`src/shared/pc_load_defs.svh`:
```
// register offsets, field positions and reset values of the counter load block
`ifndef PC_LOAD_DEFS_SVH
`define PC_LOAD_DEFS_SVH
`define OFS_COUNTER_LOW_BYTE 12'h002
`define OFS_COUNTER_HIGH_LATCH 12'h00a
`define OFS_FLAGS_CTX 12'hfe4
`define OFS_WORK_CTX 12'hfe5
`define OFS_BANK_CTX 12'hfe6
`define OFS_LATCH_CTX 12'hfe7
`define OFS_PTR0L_CTX 12'hfe8
`define OFS_PTR0H_CTX 12'hfe9
`define OFS_PTR1L_CTX 12'hfea
`define OFS_PTR1H_CTX 12'hfeb
`define OFS_STACK_INDEX 12'hfed
`define OFS_STACK_TOP_LOW 12'hfee
`define OFS_STACK_TOP_HIGH 12'hfef
`define OFS_COUNTER_CTRL 12'hff0
`define OFS_COUNTER_VIEW_LOW 12'hff1
`define OFS_COUNTER_VIEW_HIGH 12'hff2
`define PC_WIDTH 15
`define PC_HIGH_WIDTH 7
`define STACK_INDEX_WIDTH 5
`define STACK_DEPTH 16
`define STACK_INDEX_RESET 5'h1f
`define CTX_FLAGS_WIDTH 3
`define CTX_BANK_WIDTH 5
`define CTRL_ADVANCE_BIT 0
`define CTRL_ADD_BIT 1
`endif

```
`src/shared/pc_load_pkg.sv`:
```
// types shared by the counter load block
package pc_load_pkg;
    typedef logic [14:0] pc_t;
    typedef enum logic [1:0] {LOAD_NONE, LOAD_ADVANCE, LOAD_LOW_WRITE, LOAD_ADD_WORK} load_kind_e;
endpackage

```
`src/hw/return_stack_mem.sv`:
```
// sixteen-entry return stack storage with registered read data
`timescale 1ns/1ps
module return_stack_mem
(
    // clock
    input wire logic clk_sys_i,
    // write side
    input wire logic wr_en_i,
    input wire logic [3:0] wr_addr_i,
    input wire logic [14:0] wr_data_i,
    // read side
    input wire logic [3:0] rd_addr_i,
    output logic [14:0] rd_data_o
);
    logic [14:0] mem [0:15];

    // storage is never reset, contents are unknown until written
    always_ff @(posedge clk_sys_i)
    begin
        if (wr_en_i)
        begin
            mem[wr_addr_i] <= wr_data_i;
        end
    end

    // registered read port
    always_ff @(posedge clk_sys_i)
    begin
        rd_data_o <= mem[rd_addr_i];
    end
endmodule

```
`src/hw/context_copy_reg.sv`:
```
// one context copy register, untouched by any reset
`timescale 1ns/1ps
module context_copy_reg #(
    parameter int WIDTH = 8
)
(
    // clock
    input wire logic clk_sys_i,
    // write port
    input wire logic wr_en_i,
    input wire logic [WIDTH-1:0] wr_data_i,
    // held value
    output logic [WIDTH-1:0] value_o
);
    // no reset branch: value survives every reset, powers up unknown
    always_ff @(posedge clk_sys_i)
    begin
        if (wr_en_i)
        begin
            value_o <= wr_data_i;
        end
    end
endmodule

```
`src/hw/program_counter_load_logic.sv`:
```
// program counter loading, return stack access and context copy registers
// Notes on behaviour
// - the program counter is fifteen bits wide and addresses instruction words.
// - the low eight counter bits are the counter low byte register, readable and writable.
// - the upper seven counter bits cannot be read or written directly; they load from the high latch or take the carry when the counter advances.
// - every reset clears the whole program counter to zero.
// - any write to the counter low byte also copies the high latch into the upper seven counter bits.
// - such a write changes all fifteen counter bits at once.
// - adding the work register to the counter low byte makes a computed jump.
// - the stack index is five bits wide so overflow and underflow past sixteen levels are seen.
// - the stack top high and low pair shows the entry picked by the stack index, both readable and writable.
//
// Design decision made here: the strobed register port.
`timescale 1ns/1ps
`include "pc_load_defs.svh"
module program_counter_load_logic
(
    // clock and reset
    input wire logic clk_sys_i,
    input wire logic rst_i,
    // register port
    input wire logic [11:0] reg_addr_i,
    input wire logic [7:0] reg_wdata_i,
    input wire logic reg_wr_i,
    input wire logic reg_rd_i,
    output logic [7:0] reg_rdata_o,
    // core side
    input wire logic [7:0] work_reg_i,
    output logic [14:0] pc_o
);
    pc_load_pkg::pc_t pc;
    pc_load_pkg::pc_t next_pc;
    pc_load_pkg::load_kind_e load_kind;
    logic [6:0] counter_high_latch;
    logic [4:0] return_stack_index;
    logic [14:0] stack_top;
    logic [14:0] stack_wr_data;
    logic stack_wr;
    logic [7:0] read_mux;
    logic [7:0] add_sum;
    logic [7:0] ctx_value [0:7];
    logic [7:0] ctx_wr_en;
    logic wr_low;
    logic advance_req;
    logic add_req;

    // decode of the two counter requests and of writes to the low byte
    assign wr_low = reg_wr_i && (reg_addr_i == `OFS_COUNTER_LOW_BYTE);
    assign advance_req = reg_wr_i && (reg_addr_i == `OFS_COUNTER_CTRL) && reg_wdata_i[`CTRL_ADVANCE_BIT];
    assign add_req = reg_wr_i && (reg_addr_i == `OFS_COUNTER_CTRL) && reg_wdata_i[`CTRL_ADD_BIT];
    // low byte add wraps inside eight bits, no carry reaches the upper bits
    assign add_sum = pc[7:0] + work_reg_i;

    // choose how the counter loads this cycle; a low byte write wins over the others
    always_comb
    begin
        if (wr_low)
        begin
            load_kind = pc_load_pkg::LOAD_LOW_WRITE;
        end
        else if (add_req)
        begin
            load_kind = pc_load_pkg::LOAD_ADD_WORK;
        end
        else if (advance_req)
        begin
            load_kind = pc_load_pkg::LOAD_ADVANCE;
        end
        else
        begin
            load_kind = pc_load_pkg::LOAD_NONE;
        end
    end

    // next counter value
    always_comb
    begin
        unique case (load_kind)
            pc_load_pkg::LOAD_LOW_WRITE: next_pc = {counter_high_latch, reg_wdata_i};
            pc_load_pkg::LOAD_ADD_WORK: next_pc = {counter_high_latch, add_sum};
            pc_load_pkg::LOAD_ADVANCE: next_pc = pc + 15'h0001;
            pc_load_pkg::LOAD_NONE: next_pc = pc;
        endcase
    end

    // program counter, cleared by reset
    always_ff @(posedge clk_sys_i or posedge rst_i)
    begin
        if (rst_i)
        begin
            pc <= 15'h0000;
        end
        else
        begin
            pc <= next_pc;
        end
    end

    // high latch holds the pending upper bits
    always_ff @(posedge clk_sys_i or posedge rst_i)
    begin
        if (rst_i)
        begin
            counter_high_latch <= 7'h00;
        end
        else if (reg_wr_i && reg_addr_i == `OFS_COUNTER_HIGH_LATCH)
        begin
            counter_high_latch <= reg_wdata_i[6:0];
        end
    end

    // stack index, five bits so one step past either end is visible
    always_ff @(posedge clk_sys_i or posedge rst_i)
    begin
        if (rst_i)
        begin
            return_stack_index <= `STACK_INDEX_RESET;
        end
        else if (reg_wr_i && reg_addr_i == `OFS_STACK_INDEX)
        begin
            return_stack_index <= reg_wdata_i[4:0];
        end
    end

    // top of stack writes merge one half into the selected entry
    always_comb
    begin
        stack_wr = 1'b0;
        stack_wr_data = stack_top;
        if (reg_wr_i && reg_addr_i == `OFS_STACK_TOP_LOW)
        begin
            stack_wr = 1'b1;
            stack_wr_data = {stack_top[14:8], reg_wdata_i};
        end
        else if (reg_wr_i && reg_addr_i == `OFS_STACK_TOP_HIGH)
        begin
            stack_wr = 1'b1;
            stack_wr_data = {reg_wdata_i[6:0], stack_top[7:0]};
        end
    end

    // storage follows the low four index bits, so the read lags an index change by one cycle
    return_stack_mem u_stack
    (
        .clk_sys_i(clk_sys_i),
        .wr_en_i(stack_wr),
        .wr_addr_i(return_stack_index[3:0]),
        .wr_data_i(stack_wr_data),
        .rd_addr_i(return_stack_index[3:0]),
        .rd_data_o(stack_top)
    );

    // eight context copies sit at consecutive offsets
    genvar gi;
    generate
        for (gi = 0; gi < 8; gi++)
        begin : g_ctx
            assign ctx_wr_en[gi] = reg_wr_i && (reg_addr_i == (`OFS_FLAGS_CTX + 12'(gi)));
            context_copy_reg #(.WIDTH(8)) u_ctx
            (
                .clk_sys_i(clk_sys_i),
                .wr_en_i(ctx_wr_en[gi]),
                .wr_data_i(reg_wdata_i),
                .value_o(ctx_value[gi])
            );
        end
    endgenerate

    // read multiplexer; unmapped offsets and unused upper bits read zero
    always_comb
    begin
        read_mux = 8'h00;
        unique case (reg_addr_i)
            `OFS_COUNTER_LOW_BYTE: read_mux = pc[7:0];
            `OFS_COUNTER_HIGH_LATCH: read_mux = {1'b0, counter_high_latch};
            `OFS_FLAGS_CTX: read_mux = {5'h00, ctx_value[0][2:0]};
            `OFS_WORK_CTX: read_mux = ctx_value[1];
            `OFS_BANK_CTX: read_mux = {3'h0, ctx_value[2][4:0]};
            `OFS_LATCH_CTX: read_mux = {1'b0, ctx_value[3][6:0]};
            `OFS_PTR0L_CTX: read_mux = ctx_value[4];
            `OFS_PTR0H_CTX: read_mux = ctx_value[5];
            `OFS_PTR1L_CTX: read_mux = ctx_value[6];
            `OFS_PTR1H_CTX: read_mux = ctx_value[7];
            `OFS_STACK_INDEX: read_mux = {3'h0, return_stack_index};
            `OFS_STACK_TOP_LOW: read_mux = stack_top[7:0];
            `OFS_STACK_TOP_HIGH: read_mux = {1'b0, stack_top[14:8]};
            `OFS_COUNTER_VIEW_LOW: read_mux = pc[7:0];
            default: read_mux = 8'h00; // upper bits have no read path
        endcase
    end

    // read data one cycle after the strobe, zero otherwise
    always_ff @(posedge clk_sys_i or posedge rst_i)
    begin
        if (rst_i)
        begin
            reg_rdata_o <= 8'h00;
        end
        else
        begin
            reg_rdata_o <= reg_rd_i ? read_mux : 8'h00;
        end
    end

    // counter to the core straight from a flip-flop
    always_ff @(posedge clk_sys_i or posedge rst_i)
    begin
        if (rst_i)
        begin
            pc_o <= 15'h0000;
        end
        else
        begin
            pc_o <= next_pc;
        end
    end
endmodule

```
`config.mk`:
```
export PLATFORM = sky130hd
export DESIGN_NAME = program_counter_load_logic
export DESIGN_NICKNAME = d
export VERILOG_FILES = /design/src/shared/pc_load_pkg.sv /design/src/hw/return_stack_mem.sv /design/src/hw/context_copy_reg.sv /design/src/hw/program_counter_load_logic.sv
export VERILOG_INCLUDE_DIRS = /design/src /design/src/shared
export SDC_FILE = /design/constraint.sdc
export NUM_CORES = 1
export LEC_CHECK = 0
export ABC_CLOCK_PERIOD_IN_PS = 4900
export BUFFER_PORTS_ARGS = -buffer_cell sky130_fd_sc_hd__buf_2
export CORE_UTILIZATION = 50
export DETAILED_ROUTE_END_ITERATION = 10
export PLACE_DENSITY = 0.67
export SYNTH_ARGS = -nofsm -noshare
export SYNTH_HDL_FRONTEND = slang
export SYNTH_SLANG_ARGS = --single-unit
export TNS_END_PERCENT = 1
```
`constraint.sdc`:
```
create_clock -name clk_sys_i -period 4.9 [get_ports clk_sys_i]
set_input_delay 0.49 -clock clk_sys_i [delete_from_list [all_inputs] [get_ports clk_sys_i]]
set_output_delay 0.49 -clock clk_sys_i [all_outputs]
set_load 0.05 [all_outputs]
```
==> After elaboration in Yosys (flattened, before gate mapping) <==
Memories as Yosys holds them, arrays and structs flattened. A register that Yosys moved wholly into a read port is not among the register bits.
Index checks and enable logic that the tools add are counted.
{ "classes": {"n_reduce_logical": 18, "n_eq_ne": 18, "add_sub_neg": 2, "mux": 12} }
{ "ops": {"columns": ["op", "count"], "rows": [
  ["12-bit equality test, second input constant", 13],
  ["8-bit one-hot mux with 13 select lines", 1],
  ["15-bit one-hot mux with 3 select lines", 1],
  ["15-bit two-way mux", 2],
  ["1-bit logical AND", 16],
  ["15-bit by 1-bit adder with 15-bit output, second input constant", 1],
  ["12-bit by 2-bit equality test with 1-bit output, second input constant", 1],
  ["12-bit by 4-bit equality test with 1-bit output, second input constant", 1],
  ["8-bit adder", 1],
  ["8-bit two-way mux", 1],
  ["1-bit two-way mux", 5],
  ["2-bit equality test, second input constant", 2],
  ["2-bit two-way mux", 2],
  ["2-bit by 1-bit equality test with 1-bit output, second input constant", 1],
  ["2-bit logical NOT", 1],
  ["2-bit OR reduction", 1]
]} }
{ "totals": {"mem_count": 1, "ramBits": 240, "reg_bits": 90, "inputBits": 32} }
{ "mem_list": {"columns": ["name", "words", "width", "rd", "rd_clocked_by_memory_dff", "wr", "line", "text"], "rows": [
  ["u_stack.mem", 16, 15, 1, 1, 1, "return_stack_mem.sv:15", "logic [14:0] mem [0:15];"]
]} }

==> Depth between registers and ports, before layout <==
Gate-level depths: netlist of run 1.
{ "depth": {"word_depth": 8, "ltp_mapped": 8, "ltp_nobuf": 8} }

==> Cells and area by module <==
From an unflattened synthesis of run 1, not the netlist that was laid out.
{ "unflattened": {"cells_unflattened": 823, "area_unflattened_um2": 14436.3} }
{ "modules_own_cells": {"columns": ["mod", "seq_area_each_um2", "instances", "area_each_um2", "cells_per_inst"], "rows": [
  ["return_stack_mem", 7507.2, 1, 9446.6, 406],
  ["program_counter_load_logic", 882.1, 1, 3067.9, 353],
  ["context_copy_reg", 240.2, 8, 240.2, 8]
]} }

==> Least setup slack after synthesis of run 1 <==
OpenSTA, ideal clock, no wires.
{ "synth_timing": {"kind": "input to register", "from": "input port reg_addr_i[6]", "to": "memory u_stack.mem[0][0] (enable)", "setup_slack_ns": 1.537, "arrival_ns": 2.957, "required_ns": 4.494, "cell_stages": 6, "setup_ns": 0.406, "path_cell_list": "nand3_1 > buf_1 > nor4_2 > nand3_1 > or3_1 > nor3_1"} }
{ "synth_between": {"elab_chain_len": 6, "word_cells_on_any_way": 8, "cone_classes": "2 x eq/ne; 4 x mux; 2 x reduce/logical"} }
{ "synth_lines": {"columns": ["item", "line", "text"], "rows": [
  ["start, declared", "program_counter_load_logic.sv:22", "input wire logic [11:0] reg_addr_i,"],
  ["12-bit equality test", null, null],
  ["1-bit logical AND (no source line)", null, null],
  ["1-bit two-way mux", "program_counter_load_logic.sv:135", "else if (reg_wr_i && reg_addr_i == `OFS_STACK_TOP_HIGH)"],
  ["1-bit two-way mux (*)", "program_counter_load_logic.sv:130", "if (reg_wr_i && reg_addr_i == `OFS_STACK_TOP_LOW)"],
  ["1-bit two-way mux (*)", "return_stack_mem.sv:20", "if (wr_en_i)"],
  ["1-bit two-way mux (not written as such) (*)", "return_stack_mem.sv:22", "mem[wr_addr_i] <= wr_data_i;"],
  ["end, declared", "return_stack_mem.sv:15", null]
]} }
Every way passes the cells marked *; elsewhere a longest branch is shown, timed or not.

==> Final worst setup path of run 1 <==
{ "layout_timing": {"from": "input port reg_addr_i[11]", "to": "memory u_stack.mem[5][4] (enable)"} }
Same word-level chain as after synthesis.

==> metrics.cfg, run 1 <==
[timing]
maxSlewHeadroom=0.333
post-route-period-util=0.592
worst-slew-pin-transition_ns=0.991
rsz0062_at_grt=no
finalHoldViolations=0
fin_skew_ns=0.0179
period_minus_slack_ns=2.90
drv_slew=0
finalSetupTns_ns=0
setup_violations=0
fmax_ghz=0.345

[floorplanning]
dieArea_sq_um=29000
pin_count=55
die_w_um=170
die_y_um=170
start_util=0.509
core_area_sq_um=27900
rows=61

[grt]
grt_pass1_vias=7864
grt_use_total=0.231
grt_max_degree=52
grt.overflow.total=0
grt_pass1_wl_mm=49.1
antenna_found_initial=0

[place]
gp_congestion=0.947
io_buffers=54
place_hpwl_mm=21.2

[worst_setup_path]
cp.required_ns=5.13
end_kind=flop
cp.arrival_ns=3.13
path_class=in -> reg
r2r-end=u_stack.rd_data_o[2]$_DFF_P_
r2r_slack_ns=2.00
r2r_start=return_stack_index[0]$_DFFE_PP1P_
start_kind=input port
path_max_fanout=11
reg2reg_depth=3

[drt]
drcViolationCount=0
routed_wl_mm=32.5
wl_per_cell_um=25.6
drt_iter0_markers=938
firstDrtPassIters=6
avgViaCountPerCell=6.21
via_count=7876
detail-route-antenna-nets=0

[logic_synthesis]
synthFlopType=edfxtp_1
async_reset_ff_frac=0.101
ys_seq_area_frac=0.708
yosysTopAreaCell=edfxtp_1
synth_common_cells=295 x edfxtp_1, 75 x mux4_2, 34 x nand2_1, 32 x mux2_2, 30 x dfrtp_1
yosysUniqueCellTypes=66
yosys-top-cells-area=edfxtp_1 62%, mux4_2 12%, dfrtp_1 5.3%, mux2_2 2.5%, dfxtp_1 2.1%
synth_area_per_cell_sq_um=18.1
synth_top_area_frac=0.625
synth_area_sq_um=14200
synth_cells=782
synth_edf_count=295
ys_seq_elements=345
synth_nets=823
synth_most_common_cell=edfxtp_1
ys_warn_count=0

[clock_tree]
cts_resized=0
numClockSinks=345
clock-root-buffer=clkbuf_16
ctsHoldBuffers=0
cts_buffers=37
cts_buffer_depth=3
cts.htree.levels=2
cts_tree=built
post-cts-setup-buffers=0
path_clk_slew_ns=0.06
clock_latency_ns=0.53

[finish]
drive_above_1_share=0.294
finish.net_count=904
register_area_sq_um=10000
filler_cell_count=2070
multiInputGateArea_sq_um=3990
diodes=0
post-route-util=0.580
syn_to_final_growth_pct=13.9

[power_and_ir_drop]
irDropWorstVdd_v=0.000339
finalPower_mw=5.96
cellLeakagePower_nw=5.36
power_per_cell_area_nw_per_um2=369

[flow_run]
maxCapViolCount=0

[min_path]
hold_path.class=in -> async

[run_status]
status=finished clean

==> area by class of cell <==
cell class / count / area share
inverters: 5 / 0.00116
flip-flops and latches: 345 / 0.622
multi-input cells: 394 / 0.247
clock buffers: 43 / 0.0593
clock inverters: 23 / 0.0127
repair buffers: 80 / 0.0288
well taps: 378 / 0.0293
==> registers in the layout (all words and copies together), names as in the netlist <==
| name | count |
|---|---|
| pc_o | 15 |
| g_ctx.u_ctx.value_o | 55 |
| reg_rdata_o | 8 |
| return_stack_index | 5 |
| u_stack.rd_data_o | 15 |
| u_stack.mem | 240 |
| counter_high_latch | 7 |
==> layout by cell type (no fill, tap or decap), drive strengths merged, types with 17 or more instances in the layout <==
cell | Yosys | final
edfxtp | 295 | 295
buf | 12 | 80
mux4 | 75 | 75
clkbuf | 26 | 43
nand2 | 35 | 35
mux2 | 32 | 32
dfrtp | 30 | 30
nor2 | 27 | 27
o21ai | 21 | 21
nand3 | 18 | 18
nor3 | 17 | 17
==> where the power goes <==
group	switching, mW	total (mW)	internal [mW]
Clock	1.11	2.68	1.57
Combinational	0.0769	0.111	0.0342
Sequential	0.00710	3.17	3.16
Total	1.20	5.96	4.76
==> per-layer routing <==
layer / up-vias / wire [um] / track usage
li1: 3418 / - / -
met1: 3993 / 13300 / 0.321
met2: 395 / 15800 / 0.377
met3: 70 / 2420 / 0.0365
met4: 0 / 958 / 0.0779
met5: - / 0 / 0
==> cell families after synthesis <==
kind of cell	synth area share
adder cells (fa/ha/maj)	0.00847
XOR/XNOR	0.00618
buffers and inverters	0.0122
multiplexers	0.147
AO/OA/AOI/OAI	0.0560
AND/OR/NAND/NOR	0.0625
flip-flops	0.708
==> through the flow <==
stage          hold WS [ns]  worst slack, ns  cells  area, sq um
5_1_grt              0.0940             1.72   1268        16200
6_report             0.0647             2.00   1268        16200
3_5_place_dp          0.557             1.51   1202        15000
4_1_cts              0.0631             1.93   1268        16200
3_3_place_gp          0.554             1.64   1202        15000
2_1_floorplan         0.465             1.54    782        14200
==> worst max path at each step <==
| stage | startpoint | end | slack [ns] | depth (start not counted) |
|---|---|---|---|---|
| 6_report | reg_addr_i[11] | u_stack.mem[5][4]$_DFFE_PP_ | 2.00 | 9 |
| 5_1_grt | reg_addr_i[11] | u_stack.mem[5][4]$_DFFE_PP_ | 1.72 | 9 |
| 4_1_cts | return_stack_index[0]$_DFFE_PP1P_ | u_stack.rd_data_o[2]$_DFF_P_ | 1.93 | 3 |
| 3_5_place_dp | reg_addr_i[10] | u_stack.mem[5][4]$_DFFE_PP_ | 1.51 | 9 |
| 3_3_place_gp | reg_addr_i[10] | u_stack.mem[5][0]$_DFFE_PP_ | 1.64 | 9 |
| 2_1_floorplan | reg_addr_i[6] | u_stack.mem[0][0]$_DFFE_PP_ | 1.54 | 6 |
==> worst max-delay path, cell delays in order <==
cell	delay [ns]
buf_2	0.08
nand4_1	0.43
nor4_2	0.43
buf_4	0.22
nand3_1	0.18
nor2_1	0.17
nand2_1	0.16
nor2_1	0.67
buf_4	0.30
(Power assumes the default switching activity.)
==> run 2, diff against run 1 <==
--- a/config.mk
+++ b/config.mk
@@ -6,7 +6,8 @@
 export SDC_FILE = /design/constraint.sdc
 export NUM_CORES = 1
 export LEC_CHECK = 0
-export ABC_CLOCK_PERIOD_IN_PS = 4900
+export ABC_AREA = 1
+export ABC_CLOCK_PERIOD_IN_PS = 3000
 export BUFFER_PORTS_ARGS = -buffer_cell sky130_fd_sc_hd__buf_2
 export CORE_UTILIZATION = 50
 export DETAILED_ROUTE_END_ITERATION = 10
==> constraint.sdc (replaced) <==
create_clock -name clk_sys_i -period 3 [get_ports clk_sys_i]
set_input_delay 0.3 -clock clk_sys_i [delete_from_list [all_inputs] [get_ports clk_sys_i]]
set_output_delay 0.3 -clock clk_sys_i [all_outputs]
set_load 0.05 [all_outputs]
==> metrics.cfg, run 2 <==
[clock_tree]
post-cts-setup-buffers=0  ; unchanged
clock_latency_ns=0.54  ; about the same
clock-root-buffer=clkbuf_16
cts_resized=0  ; unchanged
numClockSinks=345  ; unchanged
cts_buffers=36  ; -2.7%
ctsHoldBuffers=1  ; +1
cts_buffer_depth=3  ; unchanged
path_clk_slew_ns=0.06  ; about the same
cts.htree.levels=2  ; unchanged
cts_tree=built

[worst_setup_path]
cpMostUsedCell=nand2_1
cp.required_ns=3.46  ; -1.67 ns
crit_slowest_cell=dfstp_2
start_kind=flop
worstPathCellList=nand2_1, inv_2, buf_4, a22oi_1, nand2_1, nand2_1, nand4_1
cp_slowest_stage_delay_ns=0.64  ; -0.03 ns
cp.arrival_ns=2.49  ; -0.64 ns
path_class=reg -> reg
path_max_fanout=22  ; +11
end_kind=flop
reg2reg_depth=7  ; +4

[place]
gp_congestion=0.923  ; -2.6%
place_hpwl_mm=24.3  ; +14%
pre_cts_slack_ns=0.580  ; -0.927 ns
io_buffers=54  ; unchanged

[logic_synthesis]
synth_common_cells=295 x edfxtp_1, 289 x nand2_1, 124 x a22oi_1, 93 x nand3_1, 85 x nor2_1
synth_most_common_cell=edfxtp_1
ys_seq_area_frac=0.699  ; -0.00900
async_reset_ff_frac=0.101  ; unchanged
synth_area_per_cell_sq_um=12.1  ; -33%
synth_area_sq_um=14400  ; +1.3%
ys_seq_elements=345  ; unchanged
synth_cells=1185  ; +52%
ys_warn_count=0  ; unchanged
yosysUniqueCellTypes=47  ; -29%
yosys-top-cells-area=edfxtp_1 62%, nand2_1 7.6%, a22oi_1 6.5%, dfrtp_1 5.2%, nand3_1 3.2%
synth_top_area_frac=0.617  ; -0.00794
synth_edf_count=295  ; unchanged
yosysTopAreaCell=edfxtp_1
synthFlopType=edfxtp_1
synth_nets=1226  ; +49%

[grt]
grt_use_total=0.253  ; +0.0211
antenna_found_initial=0  ; unchanged
grt_pass1_wl_mm=54.6  ; +11%
grt_pass1_vias=9295  ; +18%
grt_max_degree=36  ; -31%
grt.overflow.total=0  ; unchanged

[timing]
fmax_ghz=0.493
worst-slew-pin-transition_ns=0.748  ; -0.243 ns
maxSlewHeadroom=0.500  ; +0.167
drv_slew=0  ; unchanged
rsz0062_at_grt=no
fin_skew_ns=0.0125  ; -0.00540 ns
period_minus_slack_ns=2.03
setup_ws_ns=0.971  ; -1.03 ns
setup_violations=0  ; unchanged
finalHoldViolations=0  ; unchanged
post-route-period-util=0.676
finalSetupTns_ns=0  ; unchanged

[floorplanning]
rows=61  ; unchanged
core_area_sq_um=28000  ; +0.55%
start_util=0.513  ; +0.00375
pin_count=55  ; unchanged
dieArea_sq_um=29400  ; +1.3%
die_y_um=171  ; +0.63%
die_w_um=171  ; +0.63%

[finish]
register_area_sq_um=10000  ; about the same
multiInputGateArea_sq_um=3880  ; -2.7%
largest_register_ffs=240  ; unchanged
filler_cell_count=2247  ; +8.6%
layout.cells.most_common=edfxtp_1
largestRegisters=u_stack.mem x240, g_ctx.u_ctx.value_o x55
largest-register=u_stack.mem
post-route-util=0.593  ; +0.0132
syn_to_final_growth_pct=15.6
drive_above_1_share=0.167  ; -0.128
final_cell_mix=295 x edfxtp_1, 289 x nand2_1, 124 x a22oi_1, 93 x nand3_1, 83 x nor2_1
finish.net_count=1339  ; +48%
diodes=0  ; unchanged

[flow_run]
maxCapViolCount=0  ; unchanged

[power_and_ir_drop]
cellLeakagePower_nw=6.37  ; +19%
power_per_cell_area_nw_per_um2=589  ; +59%
irDropWorstVdd_v=0.000572  ; +69%

[drt]
via_count=9666  ; +23%
firstDrtPassIters=5  ; -1
routed_wl_mm=36.2  ; +12%
drcViolationCount=0  ; unchanged
detail-route-antenna-nets=0  ; unchanged
avgViaCountPerCell=5.67  ; -8.7%
wl_per_cell_um=21.3  ; -17%
drt_iter0_markers=1000  ; +6.6%

[run_status]
status=finished clean

[min_path]
hold_path.class=in -> reg
holdPathStages=1

-- run 2: cell types whose count changed after synthesis, moves of 52 or more --
cell     before  now
a22oi_1       7  124
inv_1         5   57
mux4_2       75    0
nand2_1      34  289
nand3_1      18   93
nor2_1       27   85
-- run 2: layout make-up --
cell class,instances,area share
repair buffers,121,0.0482
clock inverters,21,0.0142
flip-flops and latches,345,0.604
inverters,63,0.0142
clock buffers,45,0.0569
well taps,378,0.0285
multi-input cells,731,0.234
-- run 2: routing by layer --
layer	vias to the layer above	GRT usage	part of all wire
li1	4507	-	-
met1	4684	0.335	0.41
met2	392	0.421	0.49
met3	83	0.0329	0.062
met4	0	0.104	0.037
met5	-	0	0
-- run 2: worst paths after layout --
check	from	end	slack, ns
worst max-delay path	return_stack_index[1]$_DFFE_PP1P_	u_stack.rd_data_o[3]$_DFF_P_	0.97
worst min-delay path	reg_wdata_i[3]	g_ctx[2].u_ctx.value_o[3]$_DFFE_PP_	0.07
worst max register to register	return_stack_index[1]$_DFFE_PP1P_	u_stack.rd_data_o[3]$_DFF_P_	0.97
worst min register to register	counter_high_latch[0]$_DFFE_PP0P_	counter_high_latch[0]$_DFFE_PP0P_	0.52
max in group asynchronous	rst_i	return_stack_index[0]$_DFFE_PP1P_	2.24
min in group asynchronous	rst_i	pc_o[7]$_DFFE_PP0P_	0.41
-- run 2: through the flow --
step	total power [mW]	cells	instance area [sq um]	hold slack, ns
6_report	9.78	1704	16600	0.0657
5_1_grt	10.0	1704	16600	0.0663
4_1_cts	9.84	1704	16600	0.0595
3_5_place_dp	5.48	1637	15400	0.422
3_3_place_gp	5.48	1637	15400	0.423
2_1_floorplan	5.38	1185	14400	0.399
-- run 2: report_power, final --
group / switching, mW / total, mW / internal, mW
clock: 1.86 / 4.39 / 2.53
sequential: 0.00781 / 5.18 / 5.17
combinational: 0.154 / 0.209 / 0.0545
total: 2.02 / 9.78 / 7.75
-- run 2: kinds of logic (layout without fill, tap and decap cells) --
logic type,after synthesis,in the layout,synth area share
flip-flops,345,345,0.699
XOR/XNOR,12,12,0.00732
buffers and inverters,109,250,0.0323
adder cells (fa/ha/maj),9,9,0.00836
AO/OA/AOI/OAI,179,179,0.0877
AND/OR/NAND/NOR,530,530,0.164
multiplexers,1,1,0.000784
-- run 2: critical path: cells and delay by family (launching register included) --
family / cells / cell delay, ns
compound gates: 1 / 0.10
buf+inv: 2 / 0.69
flops: 1 / 0.64
simple gates: 4 / 0.50
==> run 3, diff against run 2 <==
--- a/config.mk
+++ b/config.mk
@@ -7,7 +7,7 @@
 export NUM_CORES = 1
 export LEC_CHECK = 0
 export ABC_AREA = 1
-export ABC_CLOCK_PERIOD_IN_PS = 3000
+export ABC_CLOCK_PERIOD_IN_PS = 2100
 export BUFFER_PORTS_ARGS = -buffer_cell sky130_fd_sc_hd__buf_2
 export CORE_UTILIZATION = 50
 export DETAILED_ROUTE_END_ITERATION = 10
==> constraint.sdc (replaced) <==
create_clock -name clk_sys_i -period 2.1 [get_ports clk_sys_i]
set_input_delay 0.21 -clock clk_sys_i [delete_from_list [all_inputs] [get_ports clk_sys_i]]
set_output_delay 0.21 -clock clk_sys_i [all_outputs]
set_load 0.05 [all_outputs]
==> metrics.cfg, run 3 (same netlist as run 2, synthesis figures left out) <==
[run_status]
status=finished clean

[worst_setup_path]
cp_num_buf_inv=2  ; unchanged
r2r-end=u_stack.rd_data_o[6]$_DFF_P_
crit_slowest_cell=dfstp_2
path_max_fanout=18  ; -18%
path_class=reg -> reg
endpoint=u_stack.rd_data_o[6]$_DFF_P_
r2r_slack_ns=0.12  ; -0.85 ns
end_kind=flop
cp_slowest_stage_delay_ns=0.62  ; -0.02 ns
path_depth=7  ; unchanged
crit_family=simple AND/OR/NAND/NOR gates
reg2reg_depth=7  ; unchanged
worstPathCellList=inv_1, nor2_4, buf_4, a22oi_1, nand2_1, nand2_1, nand4_1
crit_start=return_stack_index[0]$_DFFE_PP1P_
cp.required_ns=2.53  ; -0.93 ns
start_kind=flop
cpMostUsedCell=nand2_1
cp.arrival_ns=2.41  ; -0.08 ns
r2r_start=return_stack_index[0]$_DFFE_PP1P_

[place]
dp_cells=1659  ; +1.3%
io_buffers=54  ; unchanged
place_hpwl_mm=24.7  ; +1.8%
gp_congestion=0.940  ; +1.9%

[clock_tree]
clock_latency_ns=0.53  ; about the same
cts_tree=built
cts_buffer_depth=3  ; unchanged
cts_resized=0  ; unchanged
clock-root-buffer=clkbuf_16
path_clk_slew_ns=0.06  ; about the same
cts.htree.levels=2  ; unchanged
cts_buffers=35  ; -2.8%
numClockSinks=345  ; unchanged

[finish]
diodes=0  ; unchanged
largest_register_ffs=240  ; unchanged
final_cell_mix=295 x edfxtp_1, 289 x nand2_1, 124 x a22oi_1, 93 x nand3_1, 85 x buf_4
syn_to_final_growth_pct=17.1
drive_above_1_share=0.182  ; +0.0152
stdcell_count=1725  ; +1.2%
largestRegisters=u_stack.mem x240, g_ctx.u_ctx.value_o x55
finish.net_count=1363  ; +1.8%
filler_cell_count=2257  ; +0.45%
layout.cells.most_common=edfxtp_1
largest-register=u_stack.mem

[drt]
avgViaCountPerCell=5.68  ; about the same
detail-route-antenna-nets=0  ; unchanged
via_count=9791  ; +1.3%
wl_per_cell_um=20.9  ; -1.7%
drcViolationCount=0  ; unchanged
routed_wl_mm=36.1  ; -0.50%
drt_iter0_markers=970  ; -3.0%
firstDrtPassIters=5  ; unchanged

[timing]
maxSlewHeadroom=0.424  ; -0.0759
drv_slew=0  ; unchanged
fmax_ghz=0.505  ; +2.4%
setup_violations=0  ; unchanged
worst-slew-pin-transition_ns=0.864  ; +0.116 ns
finalHoldViolations=0  ; unchanged
rsz0062_at_grt=no
fin_skew_ns=0.0212  ; +0.00869 ns
post-route-period-util=0.944  ; +0.268
timing.hold.ws_ns=0.0468  ; -0.0188 ns
period_minus_slack_ns=1.98  ; -0.0467 ns

[grt]
grt_pass1_vias=9491  ; +2.1%
grt_max_degree=36  ; unchanged
grt.overflow.total=0  ; unchanged
grt_pass1_wl_mm=54.3  ; -0.57%
grt_use_total=0.251  ; -0.00121
antenna_found_initial=0  ; unchanged

[power_and_ir_drop]
cellLeakagePower_nw=6.52  ; +2.3%
irDropWorstVdd_v=0.000664  ; +16%
power_per_cell_area_nw_per_um2=841  ; +43%

[floorplanning]
die_w_um=171  ; unchanged
die_y_um=171  ; unchanged
dieArea_sq_um=29400  ; unchanged
start_util=0.513  ; unchanged
pin_count=55  ; unchanged
core_area_sq_um=28000  ; unchanged
rows=61  ; unchanged

[min_path]
hold_path.class=in -> reg

[flow_run]
maxCapViolCount=0  ; unchanged

-- run 3: cell types whose count changed in the layout (fill, tap and decap cells not counted), sizes merged --
cell         before  now
buf             120  142
bufinv            3    6
inv              62   63
dlygate4sd3       1    4
clkbuf           45   39
clkinv           17   15
-- run 3: metal layers --
metal	vias up	track usage	share of wire
met1	4778	0.323	0.41
li1	4558	-	-
met5	-	0	0
met3	80	0.0398	0.068
met4	0	0.103	0.033
met2	375	0.426	0.49
-- run 3: worst min-delay path by stage --
stage / start / cells past startpoint / endpoint / slack, ns
6_report: reg_rd_i / 3 / reg_rdata_o[1]$_DFF_PP0_ / 0.05
5_1_grt: reg_wdata_i[7] / 1 / g_ctx[7].u_ctx.value_o[7]$_DFFE_PP_ / 0.03
4_1_cts: reg_wdata_i[7] / 1 / g_ctx[7].u_ctx.value_o[7]$_DFFE_PP_ / 0.02
3_5_place_dp: rst_i / 3 / pc_o[10]$_DFFE_PP0P_ / 0.34
3_3_place_gp: rst_i / 3 / pc_o[10]$_DFFE_PP0P_ / 0.34
2_1_floorplan: reg_wdata_i[0] / 0 / g_ctx[0].u_ctx.value_o[0]$_DFFE_PP_ / 0.31
-- run 3: worst min-delay path: cells and delay by family --
kind,cells,cell delay [ns]
AND/OR/NAND/NOR,2,0.22
buffers and inverters,1,0.10
-- run 3: through the flow --
step	util	TNS, ns	area (sq um)	total power [mW]	setup slack, ns
finish	0.601	0	16800	14.1	0.118
global route	0.601	0	16800	14.5	0.0348
CTS	0.601	0	16800	14.2	0.136
detailed placement	0.557	-0.675	15600	7.84	-0.0484
global placement	0.557	-0.0485	15600	7.84	-0.00610
floorplan	-	-42.78	14400	7.69	-0.209
-- run 3: cell type report --
cell class                      instances  area (sq um)  area share
Timing Repair Buffer                  146          1010      0.0599
Multi-Input combinational cell        731          3880       0.231
Clock inverter                         23           275      0.0164
Inverter                               63           236      0.0141
Tap cell                              378           473      0.0281
Sequential cell                       345         10000       0.597
Clock buffer                           39           912      0.0542
-- run 3: power by group --
group	internal (mW)	switching [mW]	total, mW
Sequential	7.38	0.0107	7.39
Clock	3.87	2.56	6.43
Combinational	0.0938	0.223	0.317
Total	11.3	2.79	14.1
-- run 3: what timing repair did --
action                                 4_1_cts  5_1_grt
setup buffers                                0        0
endpoints found under the hold margin       50        0
hold buffers                                 4        0
